--- src/pkg/psf_map.svh ---
// Constants for the printer stream formatter
`ifndef PSF_MAP_SVH
`define PSF_MAP_SVH
`define PSF_CH_HT 8'h09
`define PSF_CH_LF 8'h0A
`define PSF_CH_FF 8'h0C
`define PSF_CH_CR 8'h0D
`define PSF_CH_DLE 8'h10
`define PSF_CH_DC1 8'h11
`define PSF_CH_DC2 8'h12
`define PSF_CH_SPACE 8'h20
`define PSF_FLAG_NONE 2'h0
`define PSF_FLAG_START 2'h1
`define PSF_FLAG_CLEAR 2'h2
`define PSF_FLAG_PULSE 2'h3
`define PSF_OP_READ_FLAGS 3'h0
`define PSF_OP_WRITE_FMT 3'h1
`define PSF_OP_LOAD_ADDR 3'h2
`define PSF_OP_LOAD_COUNT 3'h3
`define PSF_OP_READ_COUNT 3'h4
`define PSF_OP_READ_ADDR 3'h5
`define PSF_OP_NONE 3'h7
`define PSF_STAT_RUNAWAY 12
`define PSF_STAT_CHANGE 13
`define PSF_STAT_READY 14
`define PSF_STAT_ONLINE 15
`define PSF_VF_TYPE_BIT 4
`define PSF_VF_FORCE_BIT 7
`define PSF_LINES_PER_FORM 8'h42
`define PSF_FIRST_COLUMN 8'h01
`endif

--- src/pkg/psf_pkg.sv ---
// Types for the printer stream formatter
package psf_pkg;
   typedef enum logic [2:0] {
      PSF_IDLE,
      PSF_FETCH,
      PSF_WAIT,
      PSF_UNPACK,
      PSF_EMIT,
      PSF_TAB,
      PSF_ADVANCE
   } psf_state_t;
endpackage

--- src/core/psf_formatter.sv ---
// Printer stream formatter: channel fetch, unpacking and format decoding
`timescale 1ns/1ps
`default_nettype none
`include "psf_map.svh"
module psf_formatter #(
   parameter int FIFO_DEPTH = 4,
   parameter logic [7:0] LINES_PER_FORM = `PSF_LINES_PER_FORM
) (
   // Clock and reset
   input wire logic sys_clk_i,
   input wire logic resetn_i,
   // Host instruction port
   input wire logic instr_valid_i,
   input wire logic [2:0] instr_op_i,
   input wire logic [1:0] instr_flag_i,
   input wire logic [15:0] instr_data_i,
   output logic [15:0] instr_rdata_o,
   output logic busy_o,
   output logic done_o,
   output logic prog_irq_o,
   // Data channel
   output logic dch_req_o,
   output logic [14:0] dch_addr_o,
   input wire logic dch_ack_i,
   input wire logic [15:0] dch_data_i,
   output logic dch_irq_o,
   // Printer
   output logic prn_strobe_o,
   output logic [7:0] prn_data_o,
   input wire logic prn_accept_i,
   output logic prn_paper_step_o,
   output logic prn_chan_sel_o,
   output logic [3:0] prn_chan_o,
   input wire logic prn_chan_done_i,
   input wire logic prn_ready_i,
   input wire logic prn_online_i
);
   psf_pkg::psf_state_t state_reg;
   logic [15:0] remaining_byte_count_reg;
   logic [14:0] addr_reg;
   logic byte_ptr_reg;
   logic fmt_disable_reg;
   logic runaway_reg;
   logic change_reg;
   logic ready_q_reg;
   logic online_q_reg;
   logic [255:0] tab_mem_reg;
   logic tab_loaded_reg;
   logic tab_loading_reg;
   logic [7:0] tab_wr_col_reg;
   logic [7:0] column_reg;
   logic [7:0] line_reg;
   logic [7:0] steps_reg;
   logic dc2_seen_reg;
   logic fetch_pending_reg;
   logic [7:0] cur_byte;
   logic fifo_in_ready;
   logic fifo_out_valid;
   logic fifo_pop;
   logic [15:0] fifo_out_data;
   logic last_byte;
   logic half_reg;
   logic status_edge;
   logic host_start;
   logic host_clear;
   logic [7:0] vf_cmd;

   // Flag function of an instruction decoded once for all users
   function automatic logic flag_is(input logic [1:0] f, input logic [1:0] want);
      flag_is = instr_valid_i && (f == want);
   endfunction

   assign host_start = flag_is(instr_flag_i, `PSF_FLAG_START);
   assign host_clear = flag_is(instr_flag_i, `PSF_FLAG_CLEAR);
   assign status_edge = (prn_ready_i != ready_q_reg) || (prn_online_i != online_q_reg);
   assign cur_byte = half_reg ? fifo_out_data[7:0] : fifo_out_data[15:8];
   assign last_byte = (remaining_byte_count_reg == 16'hFFFF);
   assign vf_cmd = {1'b1, cur_byte[6:0]};

   // Word buffer; start flushes words prefetched past the end of the last block
   psf_fifo #(.WIDTH(16), .DEPTH(FIFO_DEPTH)) u_fifo (
      .sys_clk_i(sys_clk_i),
      .resetn_i(resetn_i),
      .flush_i(host_clear || host_start),
      .in_valid_i(dch_ack_i && fetch_pending_reg),
      .in_ready_o(fifo_in_ready),
      .in_data_i(dch_data_i),
      .out_valid_o(fifo_out_valid),
      .out_ready_i(fifo_pop),
      .out_data_o(fifo_out_data)
   );

   // Register file reached by instructions
   always_ff @(posedge sys_clk_i) begin
      if (!resetn_i) begin
         fmt_disable_reg <= 1'b1;
         instr_rdata_o <= 16'h0000;
      end else if (instr_valid_i) begin
         case (instr_op_i)
            `PSF_OP_WRITE_FMT: fmt_disable_reg <= instr_data_i[15];
            `PSF_OP_READ_COUNT: instr_rdata_o <= remaining_byte_count_reg;
            `PSF_OP_READ_ADDR: instr_rdata_o <= {byte_ptr_reg, addr_reg};
            `PSF_OP_READ_FLAGS: instr_rdata_o <= {12'h000, runaway_reg, change_reg,
               prn_ready_i, prn_online_i};
            default: instr_rdata_o <= instr_rdata_o;
         endcase
      end
   end

   // Status line monitor
   always_ff @(posedge sys_clk_i) begin
      if (!resetn_i) begin
         ready_q_reg <= prn_ready_i; // Track the lines in reset so release shows no false change
         online_q_reg <= prn_online_i;
         change_reg <= 1'b0;
         runaway_reg <= 1'b0;
         prog_irq_o <= 1'b0;
      end else begin
         ready_q_reg <= prn_ready_i;
         online_q_reg <= prn_online_i;
         // Set wins over clear so no event is lost
         if (status_edge) begin
            change_reg <= 1'b1;
         end else if (host_clear) begin
            change_reg <= 1'b0;
         end
         if (state_reg == psf_pkg::PSF_UNPACK && fifo_out_valid && !dc2_seen_reg &&
             !tab_loading_reg && !fmt_disable_reg && cur_byte == `PSF_CH_HT &&
             !tab_loaded_reg) begin
            runaway_reg <= 1'b1;
         end else if (host_clear) begin
            runaway_reg <= 1'b0;
         end
         prog_irq_o <= (change_reg || runaway_reg) && !host_clear;
      end
   end

   // Busy, done, counters and the stream engine
   always_ff @(posedge sys_clk_i) begin
      if (!resetn_i) begin
         state_reg <= psf_pkg::PSF_IDLE;
         busy_o <= 1'b0;
         done_o <= 1'b0;
         remaining_byte_count_reg <= 16'h0000;
         addr_reg <= 15'h0000;
         byte_ptr_reg <= 1'b0;
         half_reg <= 1'b0;
         fetch_pending_reg <= 1'b0;
         dch_req_o <= 1'b0;
         dch_addr_o <= 15'h0000;
         dch_irq_o <= 1'b0;
         prn_strobe_o <= 1'b0;
         prn_data_o <= 8'h00;
         prn_paper_step_o <= 1'b0;
         prn_chan_sel_o <= 1'b0;
         prn_chan_o <= 4'h0;
         dc2_seen_reg <= 1'b0;
         tab_loading_reg <= 1'b0;
         tab_loaded_reg <= 1'b0;
         tab_wr_col_reg <= `PSF_FIRST_COLUMN;
         column_reg <= `PSF_FIRST_COLUMN;
         line_reg <= 8'h00;
         steps_reg <= 8'h00;
         fifo_pop <= 1'b0;
      end else begin
         fifo_pop <= 1'b0;
         prn_paper_step_o <= 1'b0;
         if (instr_valid_i && instr_op_i == `PSF_OP_LOAD_ADDR) begin
            addr_reg <= instr_data_i[15:1];
            byte_ptr_reg <= instr_data_i[0];
         end
         if (instr_valid_i && instr_op_i == `PSF_OP_LOAD_COUNT) begin
            remaining_byte_count_reg <= instr_data_i;
         end
         if (host_clear) begin
            busy_o <= 1'b0;
            done_o <= 1'b0;
            state_reg <= psf_pkg::PSF_IDLE;
            dch_req_o <= 1'b0;
            fetch_pending_reg <= 1'b0;
            prn_strobe_o <= 1'b0;
            prn_chan_sel_o <= 1'b0;
         end else if (host_start) begin
            busy_o <= 1'b1;
            done_o <= 1'b0;
            half_reg <= byte_ptr_reg;
            dch_irq_o <= 1'b0;
            state_reg <= psf_pkg::PSF_FETCH;
         end else begin
            // Fetch words ahead while the buffer has room
            if (busy_o && !fetch_pending_reg && fifo_in_ready &&
                state_reg != psf_pkg::PSF_IDLE) begin
               dch_req_o <= 1'b1;
               dch_addr_o <= addr_reg;
               fetch_pending_reg <= 1'b1;
            end else if (fetch_pending_reg && dch_ack_i) begin
               dch_req_o <= 1'b0;
               fetch_pending_reg <= 1'b0;
               addr_reg <= addr_reg + 15'h0001;
            end
            case (state_reg)
               psf_pkg::PSF_FETCH: state_reg <= psf_pkg::PSF_UNPACK;
               psf_pkg::PSF_UNPACK: begin
                  if (fifo_out_valid && !fifo_pop) begin
                     remaining_byte_count_reg <= remaining_byte_count_reg + 16'h0001;
                     half_reg <= !half_reg;
                     fifo_pop <= half_reg;
                     if (last_byte) begin
                        dch_irq_o <= 1'b1;
                     end
                     state_reg <= psf_pkg::PSF_EMIT;
                     if (dc2_seen_reg) begin
                        dc2_seen_reg <= 1'b0;
                        column_reg <= `PSF_FIRST_COLUMN;
                        if (vf_cmd[`PSF_VF_TYPE_BIT]) begin
                           steps_reg <= {4'h0, vf_cmd[3:0]};
                           if ({4'h0, vf_cmd[3:0]} > LINES_PER_FORM - line_reg) begin
                              steps_reg <= (LINES_PER_FORM - line_reg) +
                                 {4'h0, vf_cmd[3:0]};
                           end
                           state_reg <= psf_pkg::PSF_ADVANCE;
                        end else begin
                           prn_chan_sel_o <= 1'b1;
                           prn_chan_o <= vf_cmd[3:0];
                           state_reg <= psf_pkg::PSF_ADVANCE;
                        end
                     end else if (tab_loading_reg) begin
                        if (cur_byte == `PSF_CH_DC1) begin
                           tab_loading_reg <= 1'b0;
                           tab_loaded_reg <= 1'b1;
                        end else begin
                           tab_mem_reg[tab_wr_col_reg] <= cur_byte[0];
                           tab_wr_col_reg <= tab_wr_col_reg + 8'h01;
                        end
                        state_reg <= psf_pkg::PSF_EMIT; // Block-end test lives in EMIT
                     end else if (!fmt_disable_reg && cur_byte == `PSF_CH_DLE) begin
                        tab_loading_reg <= 1'b1;
                        tab_wr_col_reg <= `PSF_FIRST_COLUMN;
                        state_reg <= psf_pkg::PSF_EMIT;
                     end else if (!fmt_disable_reg && cur_byte == `PSF_CH_DC2) begin
                        dc2_seen_reg <= 1'b1;
                        state_reg <= psf_pkg::PSF_EMIT;
                     end else if (cur_byte == `PSF_CH_HT && !fmt_disable_reg) begin
                        if (!tab_loaded_reg) begin
                           done_o <= 1'b1;
                           busy_o <= 1'b0;
                           state_reg <= psf_pkg::PSF_IDLE;
                        end else begin
                           state_reg <= psf_pkg::PSF_TAB;
                        end
                     end else begin
                        prn_strobe_o <= 1'b1;
                        prn_data_o <= cur_byte;
                        if (cur_byte == `PSF_CH_CR || cur_byte == `PSF_CH_LF) begin
                           column_reg <= `PSF_FIRST_COLUMN;
                           if (cur_byte == `PSF_CH_LF) begin
                              line_reg <= (line_reg == LINES_PER_FORM - 8'h01) ? 8'h00 :
                                 line_reg + 8'h01;
                           end
                        end else if (cur_byte == `PSF_CH_FF) begin
                           column_reg <= `PSF_FIRST_COLUMN;
                           line_reg <= 8'h00;
                        end else begin
                           column_reg <= column_reg + 8'h01;
                        end
                     end
                  end
               end
               psf_pkg::PSF_EMIT: begin
                  if (!prn_strobe_o || prn_accept_i) begin
                     prn_strobe_o <= 1'b0;
                     state_reg <= (remaining_byte_count_reg == 16'h0000) ?
                        psf_pkg::PSF_IDLE : psf_pkg::PSF_UNPACK;
                     if (remaining_byte_count_reg == 16'h0000) begin
                        busy_o <= 1'b0;
                        done_o <= 1'b1;
                     end
                  end
               end
               psf_pkg::PSF_TAB: begin
                  // One space per accepted strobe; a full-width scan with no stop ends the tab
                  if (!prn_strobe_o || prn_accept_i) begin
                     if (tab_mem_reg[column_reg - 8'h01] && column_reg != `PSF_FIRST_COLUMN ||
                         column_reg == 8'hFF) begin
                        prn_strobe_o <= 1'b0;
                        state_reg <= psf_pkg::PSF_EMIT;
                     end else begin
                        prn_strobe_o <= 1'b1;
                        prn_data_o <= `PSF_CH_SPACE;
                        column_reg <= column_reg + 8'h01;
                     end
                  end
               end
               psf_pkg::PSF_ADVANCE: begin
                  if (prn_chan_sel_o) begin
                     if (prn_chan_done_i) begin
                        prn_chan_sel_o <= 1'b0;
                        state_reg <= psf_pkg::PSF_EMIT;
                     end
                  end else if (steps_reg != 8'h00) begin
                     prn_paper_step_o <= 1'b1;
                     steps_reg <= steps_reg - 8'h01;
                     line_reg <= (line_reg == LINES_PER_FORM - 8'h01) ? 8'h00 :
                        line_reg + 8'h01;
                  end else begin
                     state_reg <= psf_pkg::PSF_EMIT;
                  end
               end
               default: state_reg <= psf_pkg::PSF_IDLE;
            endcase
         end
      end
   end

   a_count_step: assert property (@(posedge sys_clk_i) disable iff (!resetn_i)
      state_reg == psf_pkg::PSF_UNPACK && fifo_out_valid && !fifo_pop && !host_clear &&
      !host_start |=> remaining_byte_count_reg == $past(remaining_byte_count_reg) + 16'h0001)
      else $error("byte counter did not advance");
   a_start_flags: assert property (@(posedge sys_clk_i) disable iff (!resetn_i)
      host_start && !host_clear |=> busy_o && !done_o)
      else $error("start did not set busy");
   a_clear_flags: assert property (@(posedge sys_clk_i) disable iff (!resetn_i)
      host_clear && !status_edge |=> !busy_o && !done_o && !change_reg)
      else $error("clear left flags set");
   a_status_change: assert property (@(posedge sys_clk_i) disable iff (!resetn_i)
      status_edge |=> change_reg ##1 (prog_irq_o || $past(host_clear)))
      else $error("status change missed");
   a_count_read: assert property (@(posedge sys_clk_i) disable iff (!resetn_i)
      instr_valid_i && instr_op_i == `PSF_OP_READ_COUNT |=>
      instr_rdata_o == $past(remaining_byte_count_reg))
      else $error("read count mismatch");
   a_reset_fmt: assert property (@(posedge sys_clk_i)
      !resetn_i |=> fmt_disable_reg)
      else $error("reset left formatting on");
   a_high_first: assert property (@(posedge sys_clk_i) disable iff (!resetn_i)
      host_start && !host_clear && !byte_ptr_reg |=> !half_reg)
      else $error("did not start on high byte");
   a_low_start: assert property (@(posedge sys_clk_i) disable iff (!resetn_i)
      host_start && !host_clear && byte_ptr_reg |=> half_reg)
      else $error("byte selector ignored");
endmodule
`default_nettype wire

--- src/core/psf_fifo.sv ---
// Small word FIFO with valid and ready on both sides
`timescale 1ns/1ps
`default_nettype none
module psf_fifo #(
   parameter int WIDTH = 16,
   parameter int DEPTH = 4
) (
   // Clock, reset and flush
   input wire logic sys_clk_i,
   input wire logic resetn_i,
   input wire logic flush_i,
   // Fill side
   input wire logic in_valid_i,
   output logic in_ready_o,
   input wire logic [WIDTH-1:0] in_data_i,
   // Drain side
   output logic out_valid_o,
   input wire logic out_ready_i,
   output logic [WIDTH-1:0] out_data_o
);
   localparam int AW = $clog2(DEPTH);
   logic [WIDTH-1:0] mem_reg [DEPTH];
   logic [AW-1:0] wr_ptr_reg;
   logic [AW-1:0] rd_ptr_reg;
   logic [AW:0] count_reg;
   logic push;
   logic pop;

   assign in_ready_o = (count_reg != (AW+1)'(DEPTH));
   assign out_valid_o = (count_reg != '0);
   assign out_data_o = mem_reg[rd_ptr_reg];
   assign push = in_valid_i && in_ready_o;
   assign pop = out_valid_o && out_ready_i;

   always_ff @(posedge sys_clk_i) begin
      if (push) begin
         mem_reg[wr_ptr_reg] <= in_data_i;
      end
   end

   always_ff @(posedge sys_clk_i) begin
      if (!resetn_i || flush_i) begin
         wr_ptr_reg <= '0;
         rd_ptr_reg <= '0;
         count_reg <= '0;
      end else begin
         if (push) begin
            wr_ptr_reg <= (wr_ptr_reg == AW'(DEPTH-1)) ? '0 : wr_ptr_reg + 1'b1;
         end
         if (pop) begin
            rd_ptr_reg <= (rd_ptr_reg == AW'(DEPTH-1)) ? '0 : rd_ptr_reg + 1'b1;
         end
         count_reg <= count_reg + (AW+1)'(push) - (AW+1)'(pop);
      end
   end
endmodule
`default_nettype wire

--- config.mk ---
export PLATFORM = sky130hd
export DESIGN_NAME = psf_formatter
export DESIGN_NICKNAME = d
export VERILOG_FILES = /design/src/pkg/psf_pkg.sv /design/src/core/psf_formatter.sv /design/src/core/psf_fifo.sv
export VERILOG_INCLUDE_DIRS = /design/src /design/src/pkg
export SDC_FILE = /design/constraint.sdc
export NUM_CORES = 1
export LEC_CHECK = 0
export BUFFER_PORTS_ARGS = -buffer_cell sky130_fd_sc_hd__buf_2
export CORE_MARGIN = 2
export CORE_UTILIZATION = 25
export DETAILED_ROUTE_END_ITERATION = 7
export MAX_ROUTING_LAYER = met4
export PLACE_DENSITY = 0.41
export SLEW_MARGIN = 5
export SYNTH_ARGS = -nofsm -noshare
export SYNTH_HDL_FRONTEND = slang
export SYNTH_SLANG_ARGS = --single-unit
--- constraint.sdc ---
create_clock -name sys_clk_i -period 11.65 [get_ports sys_clk_i]
set_clock_uncertainty 0.1 [all_clocks]
set_input_delay 1.7475 -clock sys_clk_i [delete_from_list [all_inputs] [get_ports sys_clk_i]]
set_output_delay 1.7475 -clock sys_clk_i [all_outputs]
set_load 0.02 [all_outputs]
==> metrics.txt <==
status finished, final reports clean; total power about 3.4 mW; met2 Use GR 0.230; Worst-Skew Late Latency 0.60 ns; Synth Warn # 0; Clock Sinks around 460; Post-synth EDFFs 320; share of cells above drive strength 1 0.155; clock transition at the registers of the reported paths 0.06 ns; leakage power between 8 and 9 nW; Post-DP Area 22600 um^2; post-synthesis register bit count 457; filler-free cell count of the finished design 3014; crit-path cells inv_1, ha_4, buf_4, mux4_2, and3_1, a211oi_1, or4_1, a31oi_2, a31oi_4, a21boi_2, nor2_1, o211a_1; number of nets in the layout 1912; ys flop type edfxtp_1; IO buf count 95; Max clock buf depth 3; Worst R2R Start column_reg[0]$_SDFFE_PN1P_; commonest non-fill, non-tap cell in the layout nor2_1; I/O pins 96; Net Count, Synth 1873; Register Area between 10000 and 15000 um^2; RSZ-0062 raised after global routing false; Worst setup EP type flop; Placed Cells 2916; clock root buffer clkbuf_16; Crit Path Max Fanout 40; first-pass GRT wire length 90800 um; Finished Core Util 0.290; commonest non-fill, non-tap cells in the layout nor2_1, edfxtp_1, dfxtp_1; 1st-iter DRT viols 950; H-tree Lvls 2; Data required, critical path between 10 and 15 ns; Worst Setup Start Kind flop; register area share after synthesis 0.582; total number of vias 14400; Hold WC Path Type reg2reg; initial antenna violation count 0; DR pass1 iterations 5; slew margin rel. 0.210; worst hold start instr_rdata_o[1]$_SDFFE_PN0P_; Tmin final about 4.9 ns; Rows 106; syn avg cell area 11.8 um^2; Starting Density 0.253; post-route cell area 24300 um^2; TritonCTS Buffers 52; Place WS 6.55 ns; asr flop ratio synth 0; CTS tree done; FF-to-FF path depth 12; remaining antenna violation count 0; critical-path cell with the highest stage delay dfxtp_4; Slew @ Worst Pin 1.18 ns; worst hold slack 0.353 ns; Horiz. Die Dim slightly below 300 um; grt total ovfl 0; vias in the first global route 14300; hold depth 2; Final period util 0.419; total track usage 0.140; Hold Path End instr_rdata_o[1]$_SDFFE_PN0P_; Post-DP HPWL around 38000 um; CP peak stage delay 0.78 ns; critical path class reg2reg; Yosys cell types between 80 and 90; Post-Route Setup TNS 0 ns; # diodes 0; detailed-route vias per instance 4.76; RR Endpoint prn_data_o[5]$_SDFFE_PN0P_; Arrival @ worst endpoint between 5 and 6 ns; Area Overhead vs Synth 14.5%; hold buffer count at CTS 0; Max-Cap Viols 0; cts repair resizes 0; multi-input logic area 8200 um^2; die area 87200 um^2; die height 295 um; GR Util met1 0.180; setup violators final 0; max reg flops about 260; Fmax 205 MHz; worst vdd ir about 120 uV; synthesized area 21200 um^2; average routed wire per standard cell 19.9 um; Fin. Hold Viols 0; largest net degree at the start of global routing 187; R2R setup slack just under 7 ns; Core Area 83800 um^2; cell area power density 142 nW/um^2; fillers 8689; Most Used Layer, Global Route met2; # DRC 0; met3 Use GR 0.0220; Post-Route WL 60000 um; setup ws final between 6 and 7 ns; Syn Inst Count 1797; Post-CTS Setup Bufs 0; final slew viol count 0; GPL Wtd Cong just over 0.8
logic make-up (layout without fill, tap and decap cells):
family	after synthesis	in the layout	share of synthesized area
AND/OR/NAND/NOR	714	714	0.156
flip-flops	457	457	0.582
AO/OA/AOI/OAI	289	289	0.0909
buffers and inverters	150	233	0.0330
multiplexers	123	123	0.106
XOR/XNOR	33	33	0.0136
adder cells (fa/ha/maj)	31	31	0.0190
routing by layer:
| metal | vias to the layer above | part of all wire |
|---|---|---|
| li1 | 6712 | - |
| met1 | 7251 | 0.45 |
| met2 | 318 | 0.48 |
| met3 | 74 | 0.046 |
| met4 | 0 | 0.023 |
| met5 | - | 0 |
Yosys cell counts (all sizes together) (5+ instances only):
| cell | count | area, um^2 |
|---|---|---|
| nor4 | 11 | 83.8 |
| and3 | 55 | 344 |
| nor2 | 381 | 1440 |
| or4 | 9 | 71.3 |
| o41ai | 5 | 43.8 |
| nor2b | 18 | 113 |
| nand3 | 30 | 155 |
| buf | 47 | 309 |
| nand2b | 14 | 87.6 |
| a31oi | 11 | 96.3 |
| o221ai | 6 | 52.6 |
| xnor2 | 16 | 140 |
| xor2 | 17 | 149 |
| dfxtp | 137 | 2740 |
| nand2 | 105 | 402 |
| mux2 | 10 | 113 |
| a211oi | 38 | 285 |
| and2 | 16 | 100 |
| a21oi | 68 | 352 |
| edfxtp | 320 | 9610 |
| a22oi | 10 | 75.1 |
| o22ai | 8 | 50.1 |
| mux2i | 33 | 330 |
| or3 | 6 | 42.5 |
| a221oi | 16 | 140 |
| ha | 29 | 363 |
| mux4 | 80 | 1800 |
| o2bb2ai | 5 | 43.8 |
| a21o | 18 | 143 |
| nor3 | 25 | 125 |
| nor3b | 20 | 160 |
| clkbuf | 73 | 279 |
| o21ai | 78 | 394 |
| inv | 30 | 113 |
| nand4 | 8 | 50.1 |
worst max-delay path by stage:
stage | from | to | slack [ns] | depth (start not counted)
floorplan | flop | steps_reg[3]$_SDFFE_PN0P_ | 6.92 | 13
global placement | instr_flag_i[1] | addr_reg[14]$_SDFF_PN0_ | 6.56 | 8
detailed placement | instr_flag_i[0] | addr_reg[8]$_SDFF_PN0_ | 6.55 | 8
CTS | column_reg[0]$_SDFFE_PN1P_ | prn_data_o[3]$_SDFFE_PN0P_ | 6.64 | 12
global route | column_reg[0]$_SDFFE_PN1P_ | prn_data_o[3]$_SDFFE_PN0P_ | 6.48 | 12
finish | column_reg[0]$_SDFFE_PN1P_ | prn_data_o[5]$_SDFFE_PN0P_ | 6.77 | 12
where the power goes:
group | total, mW | switching, mW | leakage [nW] | internal (mW)
combinational | 0.0778 | 0.0543 | 3.41 | 0.0235
clock | 1.62 | 0.673 | 0.815 | 0.948
sequential | 1.74 | 0.00803 | 3.98 | 1.73
total | 3.44 | 0.736 | 8.21 | 2.70
cell type report:
type                    count  area share
clock buffers              71      0.0590
clock inverters            27     0.00978
inverters                  30     0.00463
multi-input cells        1190       0.337
flip-flops and latches    457       0.508
well taps                1134      0.0584
repair buffers            105      0.0227
worst max-delay path, delay by kind of cell (launching register included):
kind / cells / cell delay, ns
mux: 1 / 0.35
flops: 1 / 0.78
simple gates: 3 / 0.88
fa+ha+maj: 1 / 0.60
compound gates: 5 / 1.18
buf+inv: 2 / 0.83
Note: power is estimated with default switching activity, not from simulation.
